[config.mk]
export PLATFORM = sky130hd
export DESIGN_NAME = sod_decoder
export DESIGN_NICKNAME = d
export VERILOG_FILES = /design/src/sod_pkg.sv /design/src/sod_result_reg.sv /design/src/sod_decoder.sv
export SDC_FILE = /design/constraint.sdc
export NUM_CORES = 1
export LEC_CHECK = 0
export BUFFER_PORTS_ARGS = -buffer_cell sky130_fd_sc_hd__buf_2
export CAP_MARGIN = 20
export CORE_UTILIZATION = 41
export CTS_BUF_LIST = sky130_fd_sc_hd__clkbuf_2
export DETAILED_ROUTE_END_ITERATION = 6
export PLACE_DENSITY_LB_ADDON = 0.05
export SLEW_MARGIN = 20
export SYNTH_ARGS = -nofsm -noshare
export SYNTH_HDL_FRONTEND = slang
export SYNTH_SLANG_ARGS = --single-unit
[constraint.sdc]
create_clock -name clk -period 1.3 [get_ports clk]
set_input_delay 0 -clock clk [delete_from_list [all_inputs] [get_ports clk]]
set_output_delay 0 -clock clk [all_outputs]
set_load 0.01 [all_outputs]
[src/sod_pkg.sv]
// Package for the secondary opcode decoder: field positions, class codes,
// result encodings and the result carrier struct.
// Assumes a 32-bit instruction word with the usual field layout.
package sod_pkg;

  // Instruction field positions.
  localparam int SOD_OP_HI = 31;
  localparam int SOD_OP_LO = 26;
  localparam int SOD_RS_HI = 25;
  localparam int SOD_RS_LO = 21;
  localparam int SOD_RT_HI = 20;
  localparam int SOD_RT_LO = 16;
  localparam int SOD_FN_HI = 5;
  localparam int SOD_FN_LO = 0;

  // Primary opcodes that route to secondary tables (row, column packed).
  localparam logic [5:0] SOD_OP_REGFN = 6'h00;
  localparam logic [5:0] SOD_OP_REGISTER_IMMEDIATE_CLASS = 6'h01;
  localparam logic [5:0] SOD_OP_SYSTEM_COPROCESSOR_CLASS = 6'h10;
  localparam logic [5:0] SOD_OP_COP1 = 6'h11;
  localparam logic [5:0] SOD_OP_COP2 = 6'h12;
  localparam logic [5:0] SOD_OP_COP3 = 6'h13;
  localparam logic [5:0] SOD_OP_MAC = 6'h1C;

  // Privilege mode encodings.
  localparam logic [1:0] SOD_MODE_KERNEL = 2'h0;
  localparam logic [1:0] SOD_MODE_SUPER = 2'h1;
  localparam logic [1:0] SOD_MODE_USER = 2'h2;

  // Decoded operation classes.
  typedef enum logic [2:0] {
    SOD_CLS_NONE,
    SOD_CLS_REGFN,
    SOD_CLS_REGISTER_IMMEDIATE_CLASS,
    SOD_CLS_COPOP,
    SOD_CLS_COPBR,
    SOD_CLS_SYSCOP,
    SOD_CLS_MAC
  } sod_class_e;

  // Mode inputs supplied by the pipeline.
  typedef struct packed {
    logic [1:0] privMode;
    logic addr64En;
    logic [3:0] copUsable;
  } sod_mode_s;

  // Decode result: class, 6-bit table slot and exception requests.
  typedef struct packed {
    sod_class_e opClass;
    logic [5:0] slot;
    logic valid;
    logic isNop;
    logic resvExc;
    logic copUnusableExc;
    logic [1:0] copNum;
  } sod_result_s;

endpackage

[src/sod_result_reg.sv]
// Holding register for the decode result, loaded on an issue strobe.
// Assumes a single clock and a synchronous active-high reset.
`timescale 1ns/1ps
module sod_result_reg (
  input wire logic clk,
  input wire logic sys_rst,
  input wire logic load,
  input sod_pkg::sod_result_s resultNxt,
  output sod_pkg::sod_result_s result_r
);
  import sod_pkg::*;

  // Capture the combinational result when an instruction is issued.
  always_ff @(posedge clk) begin
    if (sys_rst) begin
      result_r <= '0;
    end else if (load) begin
      result_r <= resultNxt;
    end
  end
endmodule

[src/sod_decoder.sv]
// Secondary opcode decoder: classifies the secondary fields of an
// instruction word and raises reserved and coprocessor exceptions.
// Assumes the fetch stage supplies the word and mode in the clk domain.
`timescale 1ns/1ps
module sod_decoder (
  input wire logic clk,
  input wire logic sys_rst,
  input wire logic issue,
  input wire logic [31:0] instrWord,
  input sod_pkg::sod_mode_s mode,
  output sod_pkg::sod_result_s result,
  output sod_pkg::sod_result_s heldResult_r
);
  import sod_pkg::*;

  // Picks one column out of a row of eight table entries. Every table
  // below but the system-coprocessor function set keeps its rows this way, so one helper serves all of those.
  function automatic logic pick(input logic [7:0] rowBits,
                                input logic [2:0] col);
    pick = rowBits[col];
  endfunction

  // Defined entries of the register-function table, one row at a time.
  // Bit n of a row is column n; a clear bit marks a reserved slot.
  // Row 0 holds the shifts with columns 1 and 5 reserved, row 1 the
  // jumps, system call, breakpoints and sync with columns 2 and 3
  // reserved, and row 3 the 32-bit then 64-bit multiplies and divides.
  function automatic logic [7:0] regFnRow(input logic [2:0] row);
    case (row)
      3'h0: regFnRow = 8'hDD;
      3'h1: regFnRow = 8'hF3;
      3'h2: regFnRow = 8'hDF;
      3'h3: regFnRow = 8'hFF;
      3'h4: regFnRow = 8'hFF;
      3'h5: regFnRow = 8'hFC;
      3'h6: regFnRow = 8'h5F;
      3'h7: regFnRow = 8'hDD;
      default: regFnRow = 8'h00;
    endcase
  endfunction

  // Register-function entries that exist only for 64-bit operation. They
  // are legal in kernel mode or with 64-bit addressing switched on.
  function automatic logic [7:0] regFnWideRow(input logic [2:0] row);
    case (row)
      3'h2: regFnWideRow = 8'hD0;
      3'h3: regFnWideRow = 8'hF0;
      3'h5: regFnWideRow = 8'hF0;
      3'h7: regFnWideRow = 8'hDD;
      default: regFnWideRow = 8'h00;
    endcase
  endfunction

  // Register-immediate table indexed by rt: sign branches, immediate
  // traps, linking branches, and a last row that is reserved throughout.
  function automatic logic [7:0] regImmRow(input logic [1:0] row);
    case (row)
      2'h0: regImmRow = 8'h0F;
      2'h1: regImmRow = 8'h5F;
      2'h2: regImmRow = 8'h0F;
      2'h3: regImmRow = 8'h00;
      default: regImmRow = 8'h00;
    endcase
  endfunction

  // Coprocessor rs table: row 0 holds the moves and control transfers,
  // row 1 only the branch class in column 0. Rows 2 and 3 are the
  // coprocessor function space and are decoded on their own path.
  function automatic logic [7:0] copRsRow(input logic [1:0] row);
    case (row)
      2'h0: copRsRow = 8'h77;
      2'h1: copRsRow = 8'h01;
      default: copRsRow = 8'h00;
    endcase
  endfunction

  // Doubleword moves in rs row 0 are 64-bit-only operations.
  localparam logic [7:0] COP_RS_WIDE = 8'h22;

  // Coprocessor branch table indexed by rt: false, true and the likely
  // forms of both in row 0; every other entry is reserved.
  function automatic logic [7:0] copBrRow(input logic [1:0] row);
    case (row)
      2'h0: copBrRow = 8'h0F;
      default: copBrRow = 8'h00;
    endcase
  endfunction

  // Assigned system-coprocessor functions: entry read, indexed and random
  // writes, probe, the two returns and wait. All others act as no-ops.
  function automatic logic sysFnKnown(input logic [5:0] fn);
    case (fn)
      6'h01, 6'h02, 6'h06, 6'h08: sysFnKnown = 1'b1;
      6'h18, 6'h1F, 6'h20: sysFnKnown = 1'b1;
      default: sysFnKnown = 1'b0;
    endcase
  endfunction

  // Multiply-accumulate table: signed and unsigned multiply-add in row 0;
  // the rest of the field is reserved.
  function automatic logic [7:0] macRow(input logic [2:0] row);
    case (row)
      3'h0: macRow = 8'h03;
      default: macRow = 8'h00;
    endcase
  endfunction

  logic [5:0] opcode;
  logic [4:0] rsF;
  logic [4:0] rtF;
  logic [5:0] fnF;
  logic isCop;
  logic [1:0] copNum;
  logic wideOk;
  logic copAllowed;
  logic regFnOk;
  logic regImmOk;
  logic isCopBranch;
  logic copBrOk;
  logic copMoveOk;
  logic macOk;
  sod_result_s res;

  // Split the word into the fields that the secondary tables use. The
  // primary opcode decides which of them matters.
  assign opcode = instrWord[SOD_OP_HI:SOD_OP_LO];
  assign rsF = instrWord[SOD_RS_HI:SOD_RS_LO];
  assign rtF = instrWord[SOD_RT_HI:SOD_RT_LO];
  assign fnF = instrWord[SOD_FN_HI:SOD_FN_LO];

  // The four coprocessor opcodes share their upper bits; the low two
  // bits name the coprocessor and select its usable bit.
  assign copNum = opcode[1:0];
  assign isCop = (opcode[5:2] == SOD_OP_SYSTEM_COPROCESSOR_CLASS[5:2]);
  assign copAllowed = mode.copUsable[copNum];

  // 64-bit-only operations are allowed in kernel mode, or in user and
  // supervisor mode once 64-bit addressing is switched on.
  assign wideOk = (mode.privMode == SOD_MODE_KERNEL) ||
      mode.addr64En;

  // Register-function slot: defined, and wide slots only when permitted.
  assign regFnOk = pick(regFnRow(fnF[5:3]), fnF[2:0]) &&
      (!pick(regFnWideRow(fnF[5:3]), fnF[2:0]) || wideOk);

  // Register-immediate slot, row from rt[4:3] and column from rt[2:0].
  assign regImmOk = pick(regImmRow(rtF[4:3]), rtF[2:0]);

  // The branch class sits at rs row 1 column 0; rt then picks the form.
  assign isCopBranch = (rsF[4:3] == 2'h1) && (rsF[2:0] == 3'h0);
  assign copBrOk = pick(copBrRow(rtF[4:3]), rtF[2:0]);

  // Moves and control transfers in rs row 0; doubleword moves are wide.
  assign copMoveOk = pick(copRsRow(rsF[4:3]), rsF[2:0]) &&
      (!(rsF[4:3] == 2'h0 && pick(COP_RS_WIDE, rsF[2:0])) ||
      wideOk);

  // Multiply-accumulate slot, rows and columns as in the function field.
  assign macOk = pick(macRow(fnF[5:3]), fnF[2:0]);

  // Combine the class decodes into one result. Coprocessor unusable wins
  // over reserved, so software sees the access fault first.
  always_comb begin
    res = '0;
    res.copNum = copNum;
    res.slot = fnF;
    case (opcode)
      SOD_OP_REGFN: begin
        res.opClass = SOD_CLS_REGFN;
        res.valid = regFnOk;
        res.resvExc = !regFnOk;
      end
      SOD_OP_REGISTER_IMMEDIATE_CLASS: begin
        res.opClass = SOD_CLS_REGISTER_IMMEDIATE_CLASS;
        res.slot = {1'b0, rtF};
        res.valid = regImmOk;
        res.resvExc = !regImmOk;
      end
      SOD_OP_MAC: begin
        res.opClass = SOD_CLS_MAC;
        res.valid = macOk;
        res.resvExc = !macOk;
      end
      default: begin
        if (isCop) begin
          res.opClass = SOD_CLS_COPOP;
          res.slot = {1'b0, rsF};
          if (!copAllowed) begin
            res.copUnusableExc = 1'b1;
          end else if (rsF[4]) begin
            // Function space: only the system coprocessor defines it, and
            // its unassigned values run as no-ops rather than trapping.
            if (copNum == 2'h0) begin
              res.opClass = SOD_CLS_SYSCOP;
              res.slot = fnF;
              res.valid = 1'b1;
              res.isNop = !sysFnKnown(fnF);
            end else begin
              res.resvExc = 1'b1;
            end
          end else if (isCopBranch) begin
            // Branch class: rt holds the actual branch form.
            res.opClass = SOD_CLS_COPBR;
            res.slot = {1'b0, rtF};
            res.valid = copBrOk;
            res.resvExc = !copBrOk;
          end else if (copNum == 2'h3) begin
            res.resvExc = 1'b1;
          end else begin
            res.valid = copMoveOk;
            res.resvExc = !copMoveOk;
          end
        end
      end
    endcase
  end

  // The live decode goes straight out for the stage that needs it now.
  assign result = res;

  // Registered copy of the result for the issued instruction.
  sod_result_reg u_hold (
    .clk(clk),
    .sys_rst(sys_rst),
    .load(issue),
    .resultNxt(res),
    .result_r(heldResult_r)
  );
endmodule

After elaboration in Yosys (flattened, before gate mapping)
Memories as Yosys holds them, arrays and structs flattened. Index checks and enable logic that the tools add are counted.

Reduce and logical (&&, ||, !) cells: 27. Mux-type cells: 45. $lt $le $gt $ge: 4. Equal/unequal tests: 19.

Operators by type and width (count): 8-bit case mux with 3 select lines (2); 1-bit 2-to-1 mux (24); 1-bit binary-select mux with 3-bit select (6); 6-bit by 5-bit == test with 1-bit output, second input constant (3); 7-bit case mux with 2 select lines (1); 13-bit 2-to-1 mux (1); 6-bit by 1-bit == test with 1-bit output, second input constant (2); 3-bit by 4-bit < comparator with 1-bit output, second input constant (3); 12-bit 2-to-1 mux (1); 6-bit case mux with 2 select lines (1); 11-bit 2-to-1 mux (1); 10-bit 2-to-1 mux (1); 9-bit 2-to-1 mux (1); 3-bit case mux with 3 select lines (1); 1-bit zero test (8); 2-bit zero test (4); 7-bit OR reduction (1); 2-bit == test, second input constant (3); 3-bit by 2-bit == test with 1-bit output, second input constant (2); 3-bit == test, second input constant (2); 6-bit by 2-bit == test with 1-bit output, second input constant (1); 6-bit by 3-bit == test with 1-bit output, second input constant (1); 6-bit by 4-bit == test with 1-bit output, second input constant (1); 6-bit == test, second input constant (1); 13 further kinds (23).

Input bits: 42. Output and inout port bits: 30. Word-level logic and storage cells: 104. Memories: 2. ROM bits: 56. Register bits after elaboration: 15.

Memory list: (no name shown) (depth 8, width 6, read ports 1, clocked after Yosys merged registers in 0, wr ports 0, RTL line sod_decoder.sv:29) `case (row)`; (no name shown) (depth 8, width 1, read ports 1, clocked after Yosys merged registers in 0, wr ports 0, RTL line sod_decoder.sv:20) `pick = rowBits[col];`.

Longest topological paths before layout
Gate-level depths: netlist of run 1.

Depth in word-level cells: 14. Gate-level depth with buffers: 7. Depth with buffers taken out: 6.

By module
Synthesis of run 1 repeated with hierarchy kept, for this count alone.

Cells, all modules: 138. Area, all modules: 1134.8 um^2.

Modules (own cells, without submodules): sod_decoder (cells an instance 90, seq. area each 0.0 um^2, times used 1, area an instance 593.1 um^2); sod_result_reg (cells an instance 48, seq. area each 300.3 um^2, times used 1, area an instance 541.8 um^2).

Least setup slack after synthesis of run 1
Ideal clock, no wire load.

Path type: input to register. Start point: input port instrWord[26]. End point: register u_hold.result_r[8] (netlist bit). Arrival: 1290 ps. Stages: 6. Path buffers: 0. Library setup time: 128 ps. Data required time: 1172 ps. Slack: -118 ps. Path through: mux4_2 and4b_4 a211oi_2 o21ai_1 mux2i_1 nor2_1.

RTL lines: start, declared (RTL line sod_decoder.sv:9) `input wire logic [31:0] instrWord,`; end signal, assigned (RTL line sod_result_reg.sv:18) `result_r <= resultNxt;`; end, declared (RTL line sod_result_reg.sv:9) `output sod_pkg::sod_result_s result_r`.

==> results of run 1 <==
-- repair_timing --
action / in CTS / in global routing
hold endpoints to repair: 0 / 0
gates resized for setup: 27 / 28
endpoints found under the setup margin: 12 / 13
setup buffers: 8 / 6
pin swaps: 9 / 13
gates cloned: 0 / 0
-- layout make-up --
type                            count  area, um2
Fill cell                         194      603.1
Timing Repair Buffer              112      754.5
Sequential cell                    15      300.3
Multi-Input combinational cell    134       1101
Clock buffer                        4      20.02
Inverter                            3      11.26
Tap cell                           31      38.79
-- cells in the final DEF, fill, tap and decap left out, types with 4 or more instances in the layout --
| cell | n |
|---|---|
| buf_2 | 54 |
| buf_4 | 48 |
| buf_6 | 7 |
| clkbuf_2 | 4 |
| dfxtp_1 | 15 |
| mux2i_1 | 10 |
| nand2_1 | 15 |
| nand3_1 | 5 |
| nor2_1 | 18 |
| nor3_1 | 4 |
| o21ai_1 | 4 |
| o21ai_2 | 5 |
-- metrics by stage --
stage          power (W)  hold slack [ps]  utilization, %  cells  instance area (um2)
6_report        0.001260            38.62           78.68    299                 2226
5_1_grt         0.001322            59.08           78.68    299                 2226
4_1_cts         0.001219            18.56           73.51    296                 2079
3_5_place_dp   0.0009430            308.8           66.34    285                 1877
3_3_place_gp   0.0009342            299.5           66.34    285                 1877
2_1_floorplan  0.0007194            67.86               -    164                 1297
-- layer usage --
metal  GRT usage, %  up-vias
met5              0        -
met4          5.575        0
met3          5.442        6
met2          49.50       77
met1          31.90      799
li1               -      829
-- power by group --
| part | internal, W | switching (W) | leakage (nW) |
|---|---|---|---|
| Clock | 0.0000816 | 0.000138 | 0.0166 |
| Sequential | 0.000482 | 0.0000105 | 0.123 |
| Combinational | 0.000272 | 0.000276 | 0.891 |
-- kinds of logic after synthesis --
logic type | count (synthesis) | share of synthesized area (%)
xor gates and xnor gates | 1 | 0.6960
AOI/OAI and AO/OA | 46 | 26.74
buffers and inverters | 15 | 5.665
adders and majority gates | 1 | 0.7953
and+or+nand+nor | 75 | 32.50
DFF | 15 | 23.86
muxes | 11 | 9.742
-- Yosys cell counts (3+ instances only) --
master,number,area (um2)
a21oi_1,5,25.02
a22oi_1,4,30.03
buf_2,6,30.03
clkbuf_1,4,15.01
dfxtp_1,15,300.3
mux2i_1,10,100.1
nand2_1,17,63.81
nand2b_1,3,18.77
nand3_1,7,35.03
nor2_1,20,75.07
nor2b_1,3,18.77
nor3_1,5,25.02
o21ai_0,7,35.03
o21ai_1,6,30.03
o31a_1,3,26.28
-- path summary, 6_finish.rpt --
kind | start | endpoint | slack [ps]
worst min-delay path | instrWord[17] | u_hold.result_r[7] | 40
worst min register to register | u_hold.result_r[14] | u_hold.result_r[14] | 500
worst max register to register | u_hold.result_r[9] | u_hold.result_r[9] | 580
worst max-delay path | instrWord[29] | result[9] | -190
-- worst register-to-register path, cell delays in order (launching register included) --
cell      delay [ps]
dfxtp_1          360
nor2_1            50
a311oi_2         240
==> reports/qor.yml, run 1 <==
reg_top3: "u_hold.result_r x15"
initial_core_util_pct: 44.49
cts_tree: "built"
timing.final.crit_share_pct: 114.7
leakage_nw: 1.030
via_per_inst: 5.722
end_kind: "output pin"
clockBufferDepth: 2
grtUsageTotal_pct: 26.87
grt_pass1_wl_um: 6989
min_path_type: "primary input to flip-flop"
finalHoldViolCount: 0
dieWidth_um: 57.41
async_reset_ff_share_pct: 0
max_freq_mhz: 670.7
insertion_delay_ps: 270
synth_area_um2: 1259
portBuffers: 61
fp.coreArea_um2: 2829
dp_slack_ps: -313.2
wl_met2_um: 2339
crit_fanout: 5
cap_violations: 0
antenna_found_initial: 0
cp.arrival_ps: 1490
ys_ff_latch: 15
rsz0062_at_grt: "yes"
irDropWorstVdd_mv: 0.6123
root_buffer: "clkbuf_2"
violations: "design-rule violations, negative setup slack"
grt_max_degree: 22
crit_type: "primary input to output pin"
wl_met3_um: 244
n_antenna_cell: 0
die_h_um: 57.41
yosysSeqAreaShare_pct: 23.86
finalWorstSetupSlack_ps: -190.9
wirelength_um: 4535
tightest_slew_ps: 461.8
finalCriticalPeriod_ps: 1491
worstSetupStartpointType: "primary input"
slew_headroom_pct: 69.21
htree_levels: 1
fin_skew_ps: 0
met1Wirelength_um: 1908
antenna_left: 0
synth_warnings: 0
grt_pass1_vias: 1579
worst-path-buf-inv: 2
regMostFlops: "u_hold.result_r"
status: "finished with violations"
cp_cell_sequence: "buf_8 > or3_4 > a211o_1 > a21oi_2 > nor2b_1 > a21oi_2 > nand2_1 > buf_2"
crit_cells: 8
finalMaxSlewViolations: 0
crit_required_ps: 1300
dr.max_layer_used: "met4"
clkSinkCount: 15
drc: 4
synth-edff-count: 0
power.density_nw_per_um2: 566.0
whs_path_depth: 3
clkTransAtPathRegs_ps: 140
drive_gt1_share_pct: 58.21
synthCells: 164
largest_reg_flops: 15
cpLargestDelayFamily: "compound AO/OA/AOI/OAI gates"
drtIter0Drc: 83
synth_area_per_cell_um2: 7.675
syn-num-nets: 206
wl_per_cell_um: 15.17
grt_overflow_total: 0
ff2ff_path_depth: 2
synth.distinct_cells: 50
die_area_um2: 3295
slowest_stage: "or3_4"
io_pins: 72
rows: 19
setup_tns_ps: -643.4
cts_buffers: 3
setup_viol: 8
detailed_place_hpwl_um: 3373
nNetsFinal: 311
yosys_most_used_dff: "dfxtp_1"
max_stage_delay_ps: 390
gp_congestion: 0.8467
area_growth_pct: 76.84
drtPass1Iterations: 6
crit_top_cell: "a21oi_2"
num_vias: 1711
holdBufCountCts: 0
Power figures use the tool's default switching activity.
==> run 2: changes to the inputs <==
--- a/config.mk
+++ b/config.mk
@@ -11,6 +11,7 @@
 export CTS_BUF_LIST = sky130_fd_sc_hd__clkbuf_2
 export DETAILED_ROUTE_END_ITERATION = 6
 export PLACE_DENSITY_LB_ADDON = 0.05
+export RECOVER_POWER = 25
 export SLEW_MARGIN = 20
 export SYNTH_ARGS = -nofsm -noshare
 export SYNTH_HDL_FRONTEND = slang
==> run 2 against run 1 <==
Against the previous run: the run still ends with design-rule violations, negative setup slack left; clock power barely moved; via count fell by 0.35%; flip-flop and latch count did not move; non-clock buffer count did not move; sequential power barely moved; final cell count did not move; total power fell by 0.12%; worst hold slack improved by 0.61 ps; cell area fell by 0.34%; critical path type unchanged; critical endpoint unchanged.
==> reports/qor.yml, run 2 (same netlist as run 1, synthesis figures left out) <==
detailed_place_hpwl_um: 3373  # unchanged
timing.final.crit_share_pct: 114.7  # about the same
clockBufferDepth: 2  # unchanged
holdBufCountCts: 0  # unchanged
cp_cell_sequence: "buf_8 > or3_4 > a211o_1 > a21oi_2 > nor2b_1 > a21oi_2 > nand2_1 > buf_2"
via_per_inst: 5.702  # -0.35%
num_vias: 1705  # -0.35%
regMostFlops: "u_hold.result_r"
n_antenna_cell: 0  # unchanged
cp.arrival_ps: 1490  # about the same
setup_viol: 15  # +7
cts_buffers: 3  # unchanged
wirelength_um: 4546  # +0.24%
dp.cells: 285  # unchanged
clkTransAtPathRegs_ps: 140  # about the same
dp_slack_ps: -313.2  # unchanged
rsz0062_at_grt: "yes"
setup_tns_ps: -1224  # -580.6 ps
min_path_type: "primary input to flip-flop"
tightest_slew_ps: 460.3  # -1.483 ps
finalHoldViolCount: 0  # unchanged
cap_violations: 0  # unchanged
die_h_um: 57.41  # unchanged
finalMaxSlewViolations: 0  # unchanged
layout.cells.non_filler: 299  # unchanged
crit_type: "primary input to output pin"
nNetsFinal: 311  # unchanged
irDropWorstVdd_mv: 0.6110  # -0.21%
violations: "design-rule violations, negative setup slack"
crit_top_cell: "a21oi_2"
max_freq_mhz: 670.8  # about the same
leakage_nw: 1.008  # -2.2%
drive_gt1_share_pct: 55.97  # -2.2 points
slowest_stage: "or3_4"
gp_congestion: 0.8467  # unchanged
worstSetupStartpointType: "primary input"
finalWorstSetupSlack_ps: -190.7  # +0.2220 ps
slew_headroom_pct: 69.31  # +0.099 points
htree_levels: 1  # unchanged
crit_fanout: 5  # unchanged
largest_reg_flops: 15  # unchanged
io_pins: 72  # unchanged
fp.coreArea_um2: 2829  # unchanged
crit_required_ps: 1300  # about the same
grtUsageTotal_pct: 26.87  # unchanged
die_area_um2: 3295  # unchanged
wl_per_cell_um: 15.20  # +0.24%
place_area_um2: 1877  # unchanged
seq_area_um2: 300.3  # unchanged
multi_input_area_um2: 1101  # unchanged
drtPass1Iterations: 6  # unchanged
drc: 4  # unchanged
cts_tree: "built"
power.density_nw_per_um2: 567.2  # +0.22%
antenna_found_initial: 0  # unchanged
grt_overflow_total: 0  # unchanged
max_stage_delay_ps: 390  # about the same
status: "finished with violations"
grt_max_degree: 22  # unchanged
final_cell_mix: "48 x buf_2, 48 x buf_4, 18 x nor2_1"
end_kind: "output pin"
portBuffers: 61  # unchanged
initial_core_util_pct: 44.49  # unchanged
grt_pass1_vias: 1579  # unchanged
finalInstanceArea_um2: 2218  # -0.34%
finalCriticalPeriod_ps: 1491  # -0.2220 ps
dieWidth_um: 57.41  # unchanged
clkSinkCount: 15  # unchanged
grt_pass1_wl_um: 6989  # unchanged
reg_top3: "u_hold.result_r x15"
fin_skew_ps: 0  # unchanged
drtIter0Drc: 81  # -2.4%
nFillCells: 197  # +1.5%
root_buffer: "clkbuf_2"
rows: 19  # unchanged
area_growth_pct: 76.24
antenna_left: 0  # unchanged
insertion_delay_ps: 270  # about the same
## run 2: repair_timing
action                     4_1_cts  5_1_grt
setup buffers                    8        6
resized for setup               27       28
pin swaps                        9       13
gates cloned                     0        0
setup endpoints to repair       12       13
## run 2: final timing paths
path,startpoint,end,slack (ps),depth (start not counted)
setup / recovery,instrWord[29],result[9],-190,8
hold / removal,instrWord[17],u_hold.result_r[7],40,3
hold reg to reg,u_hold.result_r[14],u_hold.result_r[14],500,2
setup reg to reg,u_hold.result_r[9],u_hold.result_r[9],580,2
## run 2: cell type report
class | count | share of cell area (%)
tap | 31 | 1.748
timing repair buffer | 112 | 33.67
inverter | 3 | 0.5076
multi-input combinational | 134 | 49.63
clock buffer | 4 | 0.9024
sequential | 15 | 13.54
## run 2: power by group
part           leakage [nW]  total, W  switching, W  internal (W)
Sequential            0.123  0.000492     0.0000106      0.000482
Clock                0.0166  0.000219      0.000138     0.0000816
Combinational         0.869  0.000547      0.000276      0.000270
Total                  1.01   0.00126      0.000425      0.000834
## run 2: stage by stage
stage	power, W	util, %	hold WS (ps)
after floorplan	0.0007194	-	67.86
after global routing	0.001320	78.42	59.08
final	0.001258	78.42	39.23
after detailed placement	0.0009430	66.34	308.8
after global placement	0.0009342	66.34	299.5
after CTS	0.001219	73.51	18.56
## run 2: per-layer routing
metal | GRT usage (%) | vias to the layer above | wire length [um]
met3 | 5.442 | 6 | 241
met5 | 0 | - | 0
met1 | 31.90 | 800 | 1911
met2 | 49.50 | 72 | 2350
met4 | 5.575 | 0 | 42
li1 | - | 827 | -
## run 2: worst max-delay path, delay by kind of cell
family                 cells  cell delay, ps
AO/OA/AOI/OAI              3             670
AND/OR/NAND/NOR            3             560
buffers and inverters      2             250
